## src/rtl/sdl_consts.svh

```systemverilog
/*
 Constants of the strap default latch: register byte offsets,
 field positions and strap default levels.
 Assumes a 32-bit APB slave with word-aligned registers.
*/
`ifndef SDL_CONSTS_SVH
`define SDL_CONSTS_SVH

// ==========================================================
// Register byte offsets.
`define SDL_A_MAC_TX    8'h00
`define SDL_A_PHY_LP    8'h04
`define SDL_A_VPHY_SPC  8'h08
`define SDL_A_P0_FLOW   8'h0c
`define SDL_A_VPHY_LP   8'h10
`define SDL_A_VPHY_ADV  8'h14
`define SDL_A_STATUS    8'h18

// ==========================================================
// Field positions.
`define SDL_B_PHY_EN    0
`define SDL_B_PHY_CAP   1
`define SDL_B_PHY_ADV   2
`define SDL_B_BP        0
`define SDL_B_TXFC      1
`define SDL_B_RXFC      2
`define SDL_B_PAUSE     0
`define SDL_B_ASYM      1

// ==========================================================
// Loader selectors for the soft straps.
`define SDL_L_LP        3'h0
`define SDL_L_HB        3'h1
`define SDL_L_BP        3'h2
`define SDL_L_FDFC      3'h3
`define SDL_L_MFC       3'h4

// ==========================================================
// Soft strap default levels.
`define SDL_DEF_HB      1'b0
`define SDL_DEF_BP      1'b1
`define SDL_DEF_FDFC    1'b1
`define SDL_DEF_MFC     1'b0

`endif

```

## src/rtl/sdl_pkg.sv

```systemverilog
/*
 Types of the strap default latch.
 Assumes the constants header is included by users.
*/
`default_nettype none
package sdl_pkg;
	// Reset sequencing: capture pins, load defaults, run.
	typedef enum logic [1:0] {
		SDL_CAPTURE,
		SDL_LOAD,
		SDL_RUN
	} sdl_state_e;
	typedef logic [31:0] sdl_word_t;
endpackage : sdl_pkg
`default_nettype wire

```

## src/rtl/sdl_strap_latch.sv

```systemverilog
/*
 Strap capture and register default loader with an APB slave.
 Assumes strap pins and resets are synchronous to clock.
*/
// The APB interface to the registers and the address map were left to the implementer.
`timescale 1ns/100ps
`default_nettype none
`include "sdl_consts.svh"

module sdl_strap_latch
	import sdl_pkg::*;
(
	input  wire logic        clock,
	input  wire logic        rst,
	input  wire logic        pin_reset_n,
	input  wire logic        soft_reset,
	input  wire logic        low_power_enable_pin,
	input  wire logic        prom_size_pin,
	input  wire logic        phy_fiber_mode,
	input  wire logic        loader_we,
	input  wire logic [2:0]  loader_sel,
	input  wire logic        loader_val,
	input  wire logic        psel,
	input  wire logic        penable,
	input  wire logic        pwrite,
	input  wire logic [7:0]  paddr,
	input  wire logic [31:0] pwdata,
	output logic      [31:0] prdata,
	output logic             pready,
	output logic             pslverr,
	output logic             prom_large_range,
	output logic             straps_ready,
	output logic             mac_low_power_enable_bit,
	output logic             port0_backpressure_enable_bit,
	output logic             port0_tx_flow_enable_bit,
	output logic             port0_rx_flow_enable_bit,
	output logic             heartbeat_disable_bit
);

	// ==========================================================
	// Helpers.
	function automatic logic hit(input logic [7:0] a,
		input logic [7:0] o);
		hit = (a == o);
	endfunction : hit

	sdl_state_e state;
	logic       hard_prom_size;
	logic       port2_low_power_enable_strap;
	logic       port0_heartbeat_disable_strap;
	logic       port0_backpressure_strap;
	logic       port0_full_duplex_flow_strap;
	logic       port0_manual_flow_strap;
	logic       lp_overridden;
	logic [2:0] phy_lp;
	logic [1:0] vphy_partner;
	logic [1:0] vphy_advert;
	logic       lp_default;
	logic       wr;
	logic       rd;
	logic       mapped;
	sdl_word_t  next_rdata;

	// ==========================================================
	// Sequencer: the pin reset holds capture; soft reset
	// only reloads defaults and never re-enters capture.
	always_ff @(posedge clock or posedge rst) begin
		if (rst) begin
			state <= SDL_CAPTURE;
		end else if (!pin_reset_n) begin
			state <= SDL_CAPTURE;
		end else begin
			case (state)
				SDL_CAPTURE: state <= SDL_LOAD;
				SDL_LOAD:    state <= SDL_RUN;
				default: begin
					if (soft_reset) begin
						state <= SDL_LOAD;
					end
				end
			endcase
		end
	end

	// Hard strap: sampled on the edge that leaves capture, held
	// afterwards; the loader has no path into it.
	always_ff @(posedge clock or posedge rst) begin
		if (rst) begin
			hard_prom_size <= 1'b0;
		end else if (state == SDL_CAPTURE && pin_reset_n) begin
			hard_prom_size <= prom_size_pin;
		end
	end

	// The size range is a direct configuration value.
	assign prom_large_range = hard_prom_size;
	assign straps_ready     = (state == SDL_RUN);

	// ==========================================================
	// Soft straps: defaults at capture, the low-power one from
	// its pin; the loader may replace any soft strap later.
	always_ff @(posedge clock or posedge rst) begin
		if (rst) begin
			port2_low_power_enable_strap  <= 1'b0;
			lp_overridden                 <= 1'b0;
			port0_heartbeat_disable_strap <= `SDL_DEF_HB;
			port0_backpressure_strap      <= `SDL_DEF_BP;
			port0_full_duplex_flow_strap  <= `SDL_DEF_FDFC;
			port0_manual_flow_strap       <= `SDL_DEF_MFC;
		end else if (state == SDL_CAPTURE) begin
			port2_low_power_enable_strap  <= low_power_enable_pin;
			lp_overridden                 <= 1'b0;
			port0_heartbeat_disable_strap <= `SDL_DEF_HB;
			port0_backpressure_strap      <= `SDL_DEF_BP;
			port0_full_duplex_flow_strap  <= `SDL_DEF_FDFC;
			port0_manual_flow_strap       <= `SDL_DEF_MFC;
		end else if (loader_we) begin
			// Selectors outside the soft set are ignored.
			if (loader_sel == `SDL_L_LP) begin
				port2_low_power_enable_strap <= loader_val;
				lp_overridden                <= 1'b1;
			end else if (loader_sel == `SDL_L_HB) begin
				port0_heartbeat_disable_strap <= loader_val;
			end else if (loader_sel == `SDL_L_BP) begin
				port0_backpressure_strap <= loader_val;
			end else if (loader_sel == `SDL_L_FDFC) begin
				port0_full_duplex_flow_strap <= loader_val;
			end else if (loader_sel == `SDL_L_MFC) begin
				port0_manual_flow_strap <= loader_val;
			end
		end
	end

	// Fiber links never negotiate low power, so it stays off.
	assign lp_default = port2_low_power_enable_strap
		& ~phy_fiber_mode;

	// ==========================================================
	// APB decode. Zero wait states: data is fetched in setup.
	assign wr = psel && penable && pwrite;
	assign rd = psel && !penable && !pwrite;
	assign pready = 1'b1;
	always_comb begin
		mapped = hit(paddr, `SDL_A_MAC_TX)
			|| hit(paddr, `SDL_A_PHY_LP)
			|| hit(paddr, `SDL_A_VPHY_SPC)
			|| hit(paddr, `SDL_A_P0_FLOW)
			|| hit(paddr, `SDL_A_VPHY_LP)
			|| hit(paddr, `SDL_A_VPHY_ADV)
			|| hit(paddr, `SDL_A_STATUS);
	end
	assign pslverr = psel && penable && !mapped;

	// ==========================================================
	// Port 2 MAC low-power enable.
	always_ff @(posedge clock or posedge rst) begin
		if (rst) begin
			mac_low_power_enable_bit <= 1'b0;
		end else if (state == SDL_LOAD) begin
			mac_low_power_enable_bit <= lp_default;
		end else if (wr && hit(paddr, `SDL_A_MAC_TX)) begin
			mac_low_power_enable_bit <= pwdata[0];
		end
	end

	// PHY B low-power enable, capability and advertisement.
	always_ff @(posedge clock or posedge rst) begin
		if (rst) begin
			phy_lp <= 3'h0;
		end else if (state == SDL_LOAD) begin
			phy_lp <= {3{lp_default}};
		end else if (wr && hit(paddr, `SDL_A_PHY_LP)) begin
			phy_lp <= pwdata[2:0];
		end
	end

	// Virtual PHY heartbeat disable.
	always_ff @(posedge clock or posedge rst) begin
		if (rst) begin
			heartbeat_disable_bit <= `SDL_DEF_HB;
		end else if (state == SDL_LOAD) begin
			heartbeat_disable_bit <= port0_heartbeat_disable_strap;
		end else if (wr && hit(paddr, `SDL_A_VPHY_SPC)) begin
			heartbeat_disable_bit <= pwdata[0];
		end
	end

	// Port 0 backpressure and full-duplex flow enables.
	always_ff @(posedge clock or posedge rst) begin
		if (rst) begin
			port0_backpressure_enable_bit <= `SDL_DEF_BP;
			port0_tx_flow_enable_bit      <= `SDL_DEF_FDFC;
			port0_rx_flow_enable_bit      <= `SDL_DEF_FDFC;
		end else if (state == SDL_LOAD) begin
			port0_backpressure_enable_bit <= port0_backpressure_strap;
			port0_tx_flow_enable_bit      <= port0_full_duplex_flow_strap;
			port0_rx_flow_enable_bit      <= port0_full_duplex_flow_strap;
		end else if (wr && hit(paddr, `SDL_A_P0_FLOW)) begin
			port0_backpressure_enable_bit <= pwdata[`SDL_B_BP];
			port0_tx_flow_enable_bit      <= pwdata[`SDL_B_TXFC];
			port0_rx_flow_enable_bit      <= pwdata[`SDL_B_RXFC];
		end
	end

	// Virtual PHY partner ability and advertised pause bits.
	always_ff @(posedge clock or posedge rst) begin
		if (rst) begin
			vphy_partner <= {2{`SDL_DEF_FDFC}};
			vphy_advert  <= {2{`SDL_DEF_MFC}};
		end else if (state == SDL_LOAD) begin
			vphy_partner <= {2{port0_full_duplex_flow_strap}};
			vphy_advert  <= {2{port0_manual_flow_strap}};
		end else if (wr) begin
			if (hit(paddr, `SDL_A_VPHY_LP)) begin
				vphy_partner <= pwdata[1:0];
			end else if (hit(paddr, `SDL_A_VPHY_ADV)) begin
				vphy_advert <= pwdata[1:0];
			end
		end
	end

	// ==========================================================
	// Read mux; the status word shows latched straps and state.
	always_comb begin
		next_rdata = 32'h0000_0000;
		if (hit(paddr, `SDL_A_MAC_TX)) begin
			next_rdata[0] = mac_low_power_enable_bit;
		end else if (hit(paddr, `SDL_A_PHY_LP)) begin
			next_rdata[2:0] = phy_lp;
		end else if (hit(paddr, `SDL_A_VPHY_SPC)) begin
			next_rdata[0] = heartbeat_disable_bit;
		end else if (hit(paddr, `SDL_A_P0_FLOW)) begin
			next_rdata[2:0] = {port0_rx_flow_enable_bit,
				port0_tx_flow_enable_bit,
				port0_backpressure_enable_bit};
		end else if (hit(paddr, `SDL_A_VPHY_LP)) begin
			next_rdata[1:0] = vphy_partner;
		end else if (hit(paddr, `SDL_A_VPHY_ADV)) begin
			next_rdata[1:0] = vphy_advert;
		end else if (hit(paddr, `SDL_A_STATUS)) begin
			next_rdata[8:0] = {lp_overridden, phy_fiber_mode,
				straps_ready, port0_manual_flow_strap,
				port0_full_duplex_flow_strap,
				port0_backpressure_strap,
				port0_heartbeat_disable_strap,
				port2_low_power_enable_strap, hard_prom_size};
		end
	end

	// Read data is registered in the setup cycle.
	always_ff @(posedge clock or posedge rst) begin
		if (rst) begin
			prdata <= 32'h0000_0000;
		end else if (rd) begin
			prdata <= next_rdata;
		end
	end

	// ==========================================================
	// Assertions.
	property p_fiber_off;
		@(posedge clock) disable iff (rst)
		(state == SDL_LOAD && phy_fiber_mode)
			|=> !mac_low_power_enable_bit && phy_lp == 3'h0;
	endproperty
	a_fiber_off: assert property (p_fiber_off)
		else $error("fiber mode left low power on");

	property p_mac_lp;
		@(posedge clock) disable iff (rst)
		state == SDL_LOAD |=> mac_low_power_enable_bit
			== ($past(port2_low_power_enable_strap)
			& ~$past(phy_fiber_mode));
	endproperty
	a_mac_lp: assert property (p_mac_lp)
		else $error("mac low power default wrong");

	property p_phy_lp;
		@(posedge clock) disable iff (rst)
		state == SDL_LOAD |=> phy_lp == {3{mac_low_power_enable_bit}};
	endproperty
	a_phy_lp: assert property (p_phy_lp)
		else $error("phy low power defaults differ");

	property p_heartbeat;
		@(posedge clock) disable iff (rst)
		(state == SDL_CAPTURE && pin_reset_n) |=> ##1
			heartbeat_disable_bit == `SDL_DEF_HB;
	endproperty
	a_heartbeat: assert property (p_heartbeat)
		else $error("heartbeat default not zero");

	property p_flow;
		@(posedge clock) disable iff (rst)
		state == SDL_LOAD |=>
			port0_backpressure_enable_bit == $past(port0_backpressure_strap)
			&& port0_tx_flow_enable_bit == $past(port0_full_duplex_flow_strap)
			&& port0_rx_flow_enable_bit == port0_tx_flow_enable_bit;
	endproperty
	a_flow: assert property (p_flow)
		else $error("port 0 flow defaults wrong");

	property p_pause;
		@(posedge clock) disable iff (rst)
		state == SDL_LOAD |=>
			vphy_partner == {2{$past(port0_full_duplex_flow_strap)}}
			&& vphy_advert == {2{$past(port0_manual_flow_strap)}};
	endproperty
	a_pause: assert property (p_pause)
		else $error("virtual phy pause defaults wrong");

	property p_hard_hold;
		@(posedge clock) disable iff (rst)
		(state != SDL_CAPTURE) |=> $stable(hard_prom_size);
	endproperty
	a_hard_hold: assert property (p_hard_hold)
		else $error("hard strap changed outside capture");

	property p_range;
		@(posedge clock) disable iff (rst)
		(state == SDL_CAPTURE && pin_reset_n)
			|=> prom_large_range == $past(prom_size_pin);
	endproperty
	a_range: assert property (p_range)
		else $error("prom range not from pin");

	property p_soft_reset;
		@(posedge clock) disable iff (rst)
		(state == SDL_RUN && soft_reset && pin_reset_n)
			|=> state == SDL_LOAD ##1 state == SDL_RUN;
	endproperty
	a_soft_reset: assert property (p_soft_reset)
		else $error("soft reset re-entered capture");

	c_soft: cover property (@(posedge clock) disable iff (rst)
		state == SDL_RUN && soft_reset);
	c_fiber: cover property (@(posedge clock) disable iff (rst)
		state == SDL_LOAD && phy_fiber_mode);
	c_loader: cover property (@(posedge clock) disable iff (rst)
		loader_we && state == SDL_RUN);

endmodule : sdl_strap_latch
`default_nettype wire

```

## config.mk

```make
export PLATFORM = sky130hd
export DESIGN_NAME = sdl_strap_latch
export DESIGN_NICKNAME = d
export VERILOG_FILES = /design/src/rtl/sdl_pkg.sv /design/src/rtl/sdl_strap_latch.sv
export VERILOG_INCLUDE_DIRS = /design/src /design/src/rtl
export SDC_FILE = /design/constraint.sdc
export NUM_CORES = 1
export LEC_CHECK = 0
export ABC_AREA = 1
export BUFFER_PORTS_ARGS = -buffer_cell sky130_fd_sc_hd__buf_4
export CAP_MARGIN = 10
export CORE_UTILIZATION = 45
export DETAILED_ROUTE_END_ITERATION = 10
export GPL_ROUTABILITY_DRIVEN = 0
export GPL_TIMING_DRIVEN = 0
export HOLD_SLACK_MARGIN = 0.08
export PLACE_DENSITY = 0.8
export SLEW_MARGIN = 0
export SYNTH_ARGS = -nofsm -noshare
export SYNTH_HDL_FRONTEND = slang
export SYNTH_SLANG_ARGS = --single-unit
```

## constraint.sdc

```tcl
create_clock -name clock -period 1.5 [get_ports clock]
set_clock_uncertainty 0.05 [all_clocks]
set_input_delay 0.225 -clock clock [delete_from_list [all_inputs] [get_ports clock]]
set_output_delay 0.225 -clock clock [all_outputs]
set_load 0.005 [all_outputs]
```

==> results by stage <==
Synthesis:
- The mapped netlist covers 0.00184 mm2.
- The synthesized design contains 30 register bits.
- The most common flop cell mapped by yosys is sky130_fd_sc_hd__dfrtp_1.
- For this run, the number of Yosys warnings is 0.
- Each instance of the synthesized netlist takes up on average 7.62 um2.
- The number of synthesized flops with an enable pin is 0.
- The largest area contributor in the netlist is sky130_fd_sc_hd__dfrtp_1.
- Summed over its instances, the top area cell type makes up 31.4% of the synthesized netlist area.
- The share of flip-flops with an asynchronous set or reset after synthesis is 100%.
- Counting distinct cell types in the post-synthesis netlist gives 30.
- Ranked by total cell area, the synthesized netlist is headed by sky130_fd_sc_hd__dfrtp_1 31%, sky130_fd_sc_hd__nand2_1 11%, sky130_fd_sc_hd__buf_4 11%.
- The synthesized instance count is 241.
- The portion of the post-synthesis area used by sequential elements is 41.4%.

Layout:
- Of the cells placed in the final design, the portion with a size suffix greater than 1 is 35.3%.
- The area growth from synthesis to final layout is 33.9%.
- The utilization of the core after routing is 64.7%.
- The area of combinational cells with multiple inputs is 835 um2.
- The number of fill cells in the layout is 352.
- The number of antenna diodes in the final layout is 0.
- The final net count is 371.
- The area taken by flip-flops and latches is 759 um2.
- The post-route cell area is 0.00246 mm2.

Timing:
- Of the available clock period, the critical path in the final layout requires 96.8%.
- The max-slew violation count was 0.
- The minimum period implied by the final worst setup slack is 1.45 ns.
- The number of endpoints with negative hold slack in the final report came to 0.
- Setup repair after global routing left no endpoint under its margin.
- The worst hold-check slack is 0.118 ns.
- The setup violation total in the final timing report is 0.
- Static timing analysis puts the maximum clock frequency at 689 MHz.
- The final total negative setup slack is 0 ns.

Die:
- The overall die height is 65.9 um.
- The die is 65.9 um wide.
- The area inside the core boundary is 0.00380 mm2.
- The starting utilization of the core area is 48.3%.
- The die area is 0.00434 mm2.
- 96 I/O pins were placed.
- After floorplanning, the core was divided into 22 placement rows.

Worst setup path:
- The worst register-to-register path ends at phy_lp[0]$_DFFE_PP0P_.
- Together, buffers and inverters on the worst path number 3.
- STA classifies the critical path endpoint as an output port.
- The slowest cell on the critical path is sky130_fd_sc_hd__a2111oi_0.
- The startpoint type of the worst setup path is a primary input.
- Walking the worst path, the cells encountered are buf_4 > inv_1 > nand2_2 > a2111oi_0 > nor3_1 > buf_4.
- Counting stages on the worst path, the most repeated cell is sky130_fd_sc_hd__buf_4.
- The startpoint of the most critical register-to-register path is state[1]$_DFFE_PP0P_.
- Data on the critical path is required at its endpoint by 1.22 ns.
- The kind of critical path is primary input to output port.
- Across all register-to-register paths, the minimum setup slack is 0.20 ns.
- The worst path arrival time is 1.18 ns.
- In this run the worst path has a maximum fanout of 2.
- For the worst flop-to-flop path, the logic depth is 5.
- The family with the most delay on the worst path is compound AO/OA/AOI/OAI gates.
- The largest single stage delay on the critical path is 0.44 ns.

CTS:
- The clock latency on the worst-skew pair is 0.29 ns.
- CTS saw 30 sinks.
- TritonCTS built the clock tree.
- TritonCTS created 5 clock buffers.
- The buffer levels on the longest clock path is 2.
- The root buffer selected by CTS is sky130_fd_sc_hd__clkbuf_8.
- The clock transition at the registers of the reported paths is 0.06 ns.
- The maximum level of the CTS H-tree is 2.

Global route:
- The first global-routing pass estimated 6480 um of wire.
- The global routing usage summed across all routing layers is 19.9%.
- The via count of the first global-routing pass was 1466.
- The number of antenna violations at the first check in global routing came to 0.
- The largest net degree at the start of global routing is 31.
- The total congestion overflow after global routing is 0.

Run status:
- The run finished with clean final reports.

Place:
- Once placement finished, the instance area stood at 0.00229 mm2.
- During placement, the flow inserted port buffers numbering 42.
- The HPWL after detailed placement is 3160 um.

Hold path:
- The number of instances on the worst hold path is 3.
- The hold path startpoint is prom_size_pin.
- The worst-case hold path end point is prom_large_range$_DFFE_PP0P_.
- The path class of the tightest hold or removal check is primary input to register.

Routing:
- After detailed routing, the number of remaining DRC violations is 0.
- In the final routed layout, each cell accounts on average for 11.2 um.
- The total length of routed wires is 4080 um.
- The iteration-0 DRC count of the detailed router is 81.
- Using the TritonRoute via totals, the vias-per-cell ratio works out to 4.69.
- The count of nets left with antenna violations once routing finished came out at 0.
- The routed via count is 1711.
- The first-pass iteration count of the detailed router is 4.

Power:
- The power density of the placed cells is 1030 mW/mm2.
- IR analysis of the VDD net gives a maximum drop of 0.763 mV.
- The standby leakage power is 1.38 nW.

Job:
- The tool flagged a number of max-cap violations equal to 0.
cell usage in the layout (no fill, tap or decap), drive strengths merged, types with 3 or more instances in the layout:
cell type / n
a21oi: 11
a31oi: 4
buf: 70
clkbuf: 5
clkinv: 3
conb: 24
dfrtp: 23
dfstp: 7
inv: 33
nand2: 59
nand3: 25
nor2: 22
nor3: 7
o21ai: 12
worst max path at each step:
| stage | start | endpoint | cells after the start |
|---|---|---|---|
| after floorplan | penable | prdata[0]$_DFFE_PP0P_ | 6 |
| after global placement | paddr[6] | pslverr | 8 |
| after detailed placement | paddr[6] | pslverr | 8 |
| after CTS | paddr[6] | pslverr | 6 |
| after global routing | paddr[6] | pslverr | 6 |
| final | paddr[6] | pslverr | 6 |
metal layers:
layer / vias up / GRT usage [%] / wire length (um)
li1: 874 / - / -
met1: 771 / 26.4 / 1860
met2: 63 / 31.0 / 1890
met3: 3 / 6.03 / 286
met4: 0 / 6.25 / 41
met5: - / 0 / 0
kinds of logic after synthesis:
kind of cell / Yosys count / synth area share (%)
simple gates: 116 / 29.4
compound gates: 33 / 11.1
buf+inv: 60 / 17.7
other cells: 2 / 0.409
flops: 30 / 41.4
synth_stat cells (2+ instances only):
master,instances
sky130_fd_sc_hd__a21oi_1,10
sky130_fd_sc_hd__a31oi_1,4
sky130_fd_sc_hd__buf_4,26
sky130_fd_sc_hd__conb_1,2
sky130_fd_sc_hd__dfrtp_1,23
sky130_fd_sc_hd__dfstp_2,7
sky130_fd_sc_hd__inv_1,22
sky130_fd_sc_hd__inv_2,11
sky130_fd_sc_hd__nand2_1,53
sky130_fd_sc_hd__nand2_2,6
sky130_fd_sc_hd__nand3_1,25
sky130_fd_sc_hd__nor2_1,17
sky130_fd_sc_hd__nor2_2,3
sky130_fd_sc_hd__nor3_1,6
sky130_fd_sc_hd__o21ai_1,9
sky130_fd_sc_hd__o21ai_2,2
sky130_fd_sc_hd__o311ai_1,2
flip-flops by register name, summed over array words and instances (netlist names):
name and count:
heartbeat_disable_bit 1, lp_overridden 1, mac_low_power_enable_bit 1, phy_lp 3, port0_backpressure_enable_bit 1, port0_backpressure_strap 1
port0_full_duplex_flow_strap 1, port0_heartbeat_disable_strap 1, port0_manual_flow_strap 1, port0_rx_flow_enable_bit 1, port0_tx_flow_enable_bit 1, port2_low_power_enable_strap 1
prdata 9, prom_large_range 1, state 2, vphy_advert 2, vphy_partner 2
cell type report:
class,instances,share of cell area [%]
multi-input combinational,173,34.0
inverter,34,5.24
clock inverter,3,1.63
tap,48,2.44
sequential,30,30.9
clock buffer,5,2.80
timing repair buffer,46,15.1
buffer,26,7.94
worst register-to-register path: stages (launching register included):
cell and delay [ns]:
sky130_fd_sc_hd__dfrtp_1 0.42, sky130_fd_sc_hd__inv_2 0.09, sky130_fd_sc_hd__nand2_2 0.09, sky130_fd_sc_hd__nor3_1 0.29
sky130_fd_sc_hd__a21oi_1 0.12, sky130_fd_sc_hd__a21oi_1 0.16
per-stage QoR:
step           total power [mW]  instances  setup slack [ns]
2_1_floorplan              1.46        263             0.328
3_5_place_dp               1.72        353           -0.0465
5_1_grt                    2.67        365            0.0385
6_report                   2.53        365            0.0477
3_3_place_gp               1.70        353           -0.0432
4_1_cts                    2.53        363            0.0499
power by group:
part	internal, mW	switching [mW]
Sequential	1.00	0.113
Clock	0.488	0.317
Combinational	0.301	0.308
timing repair:
item / CTS / global route
setup endpoints to repair: 1 / 0
gates resized for setup: 0 / 0
hold buffers: 1 / 1
hold endpoints to repair: 1 / 2
buffers inserted: 1 / 0
(Power assumes the default switching activity.)
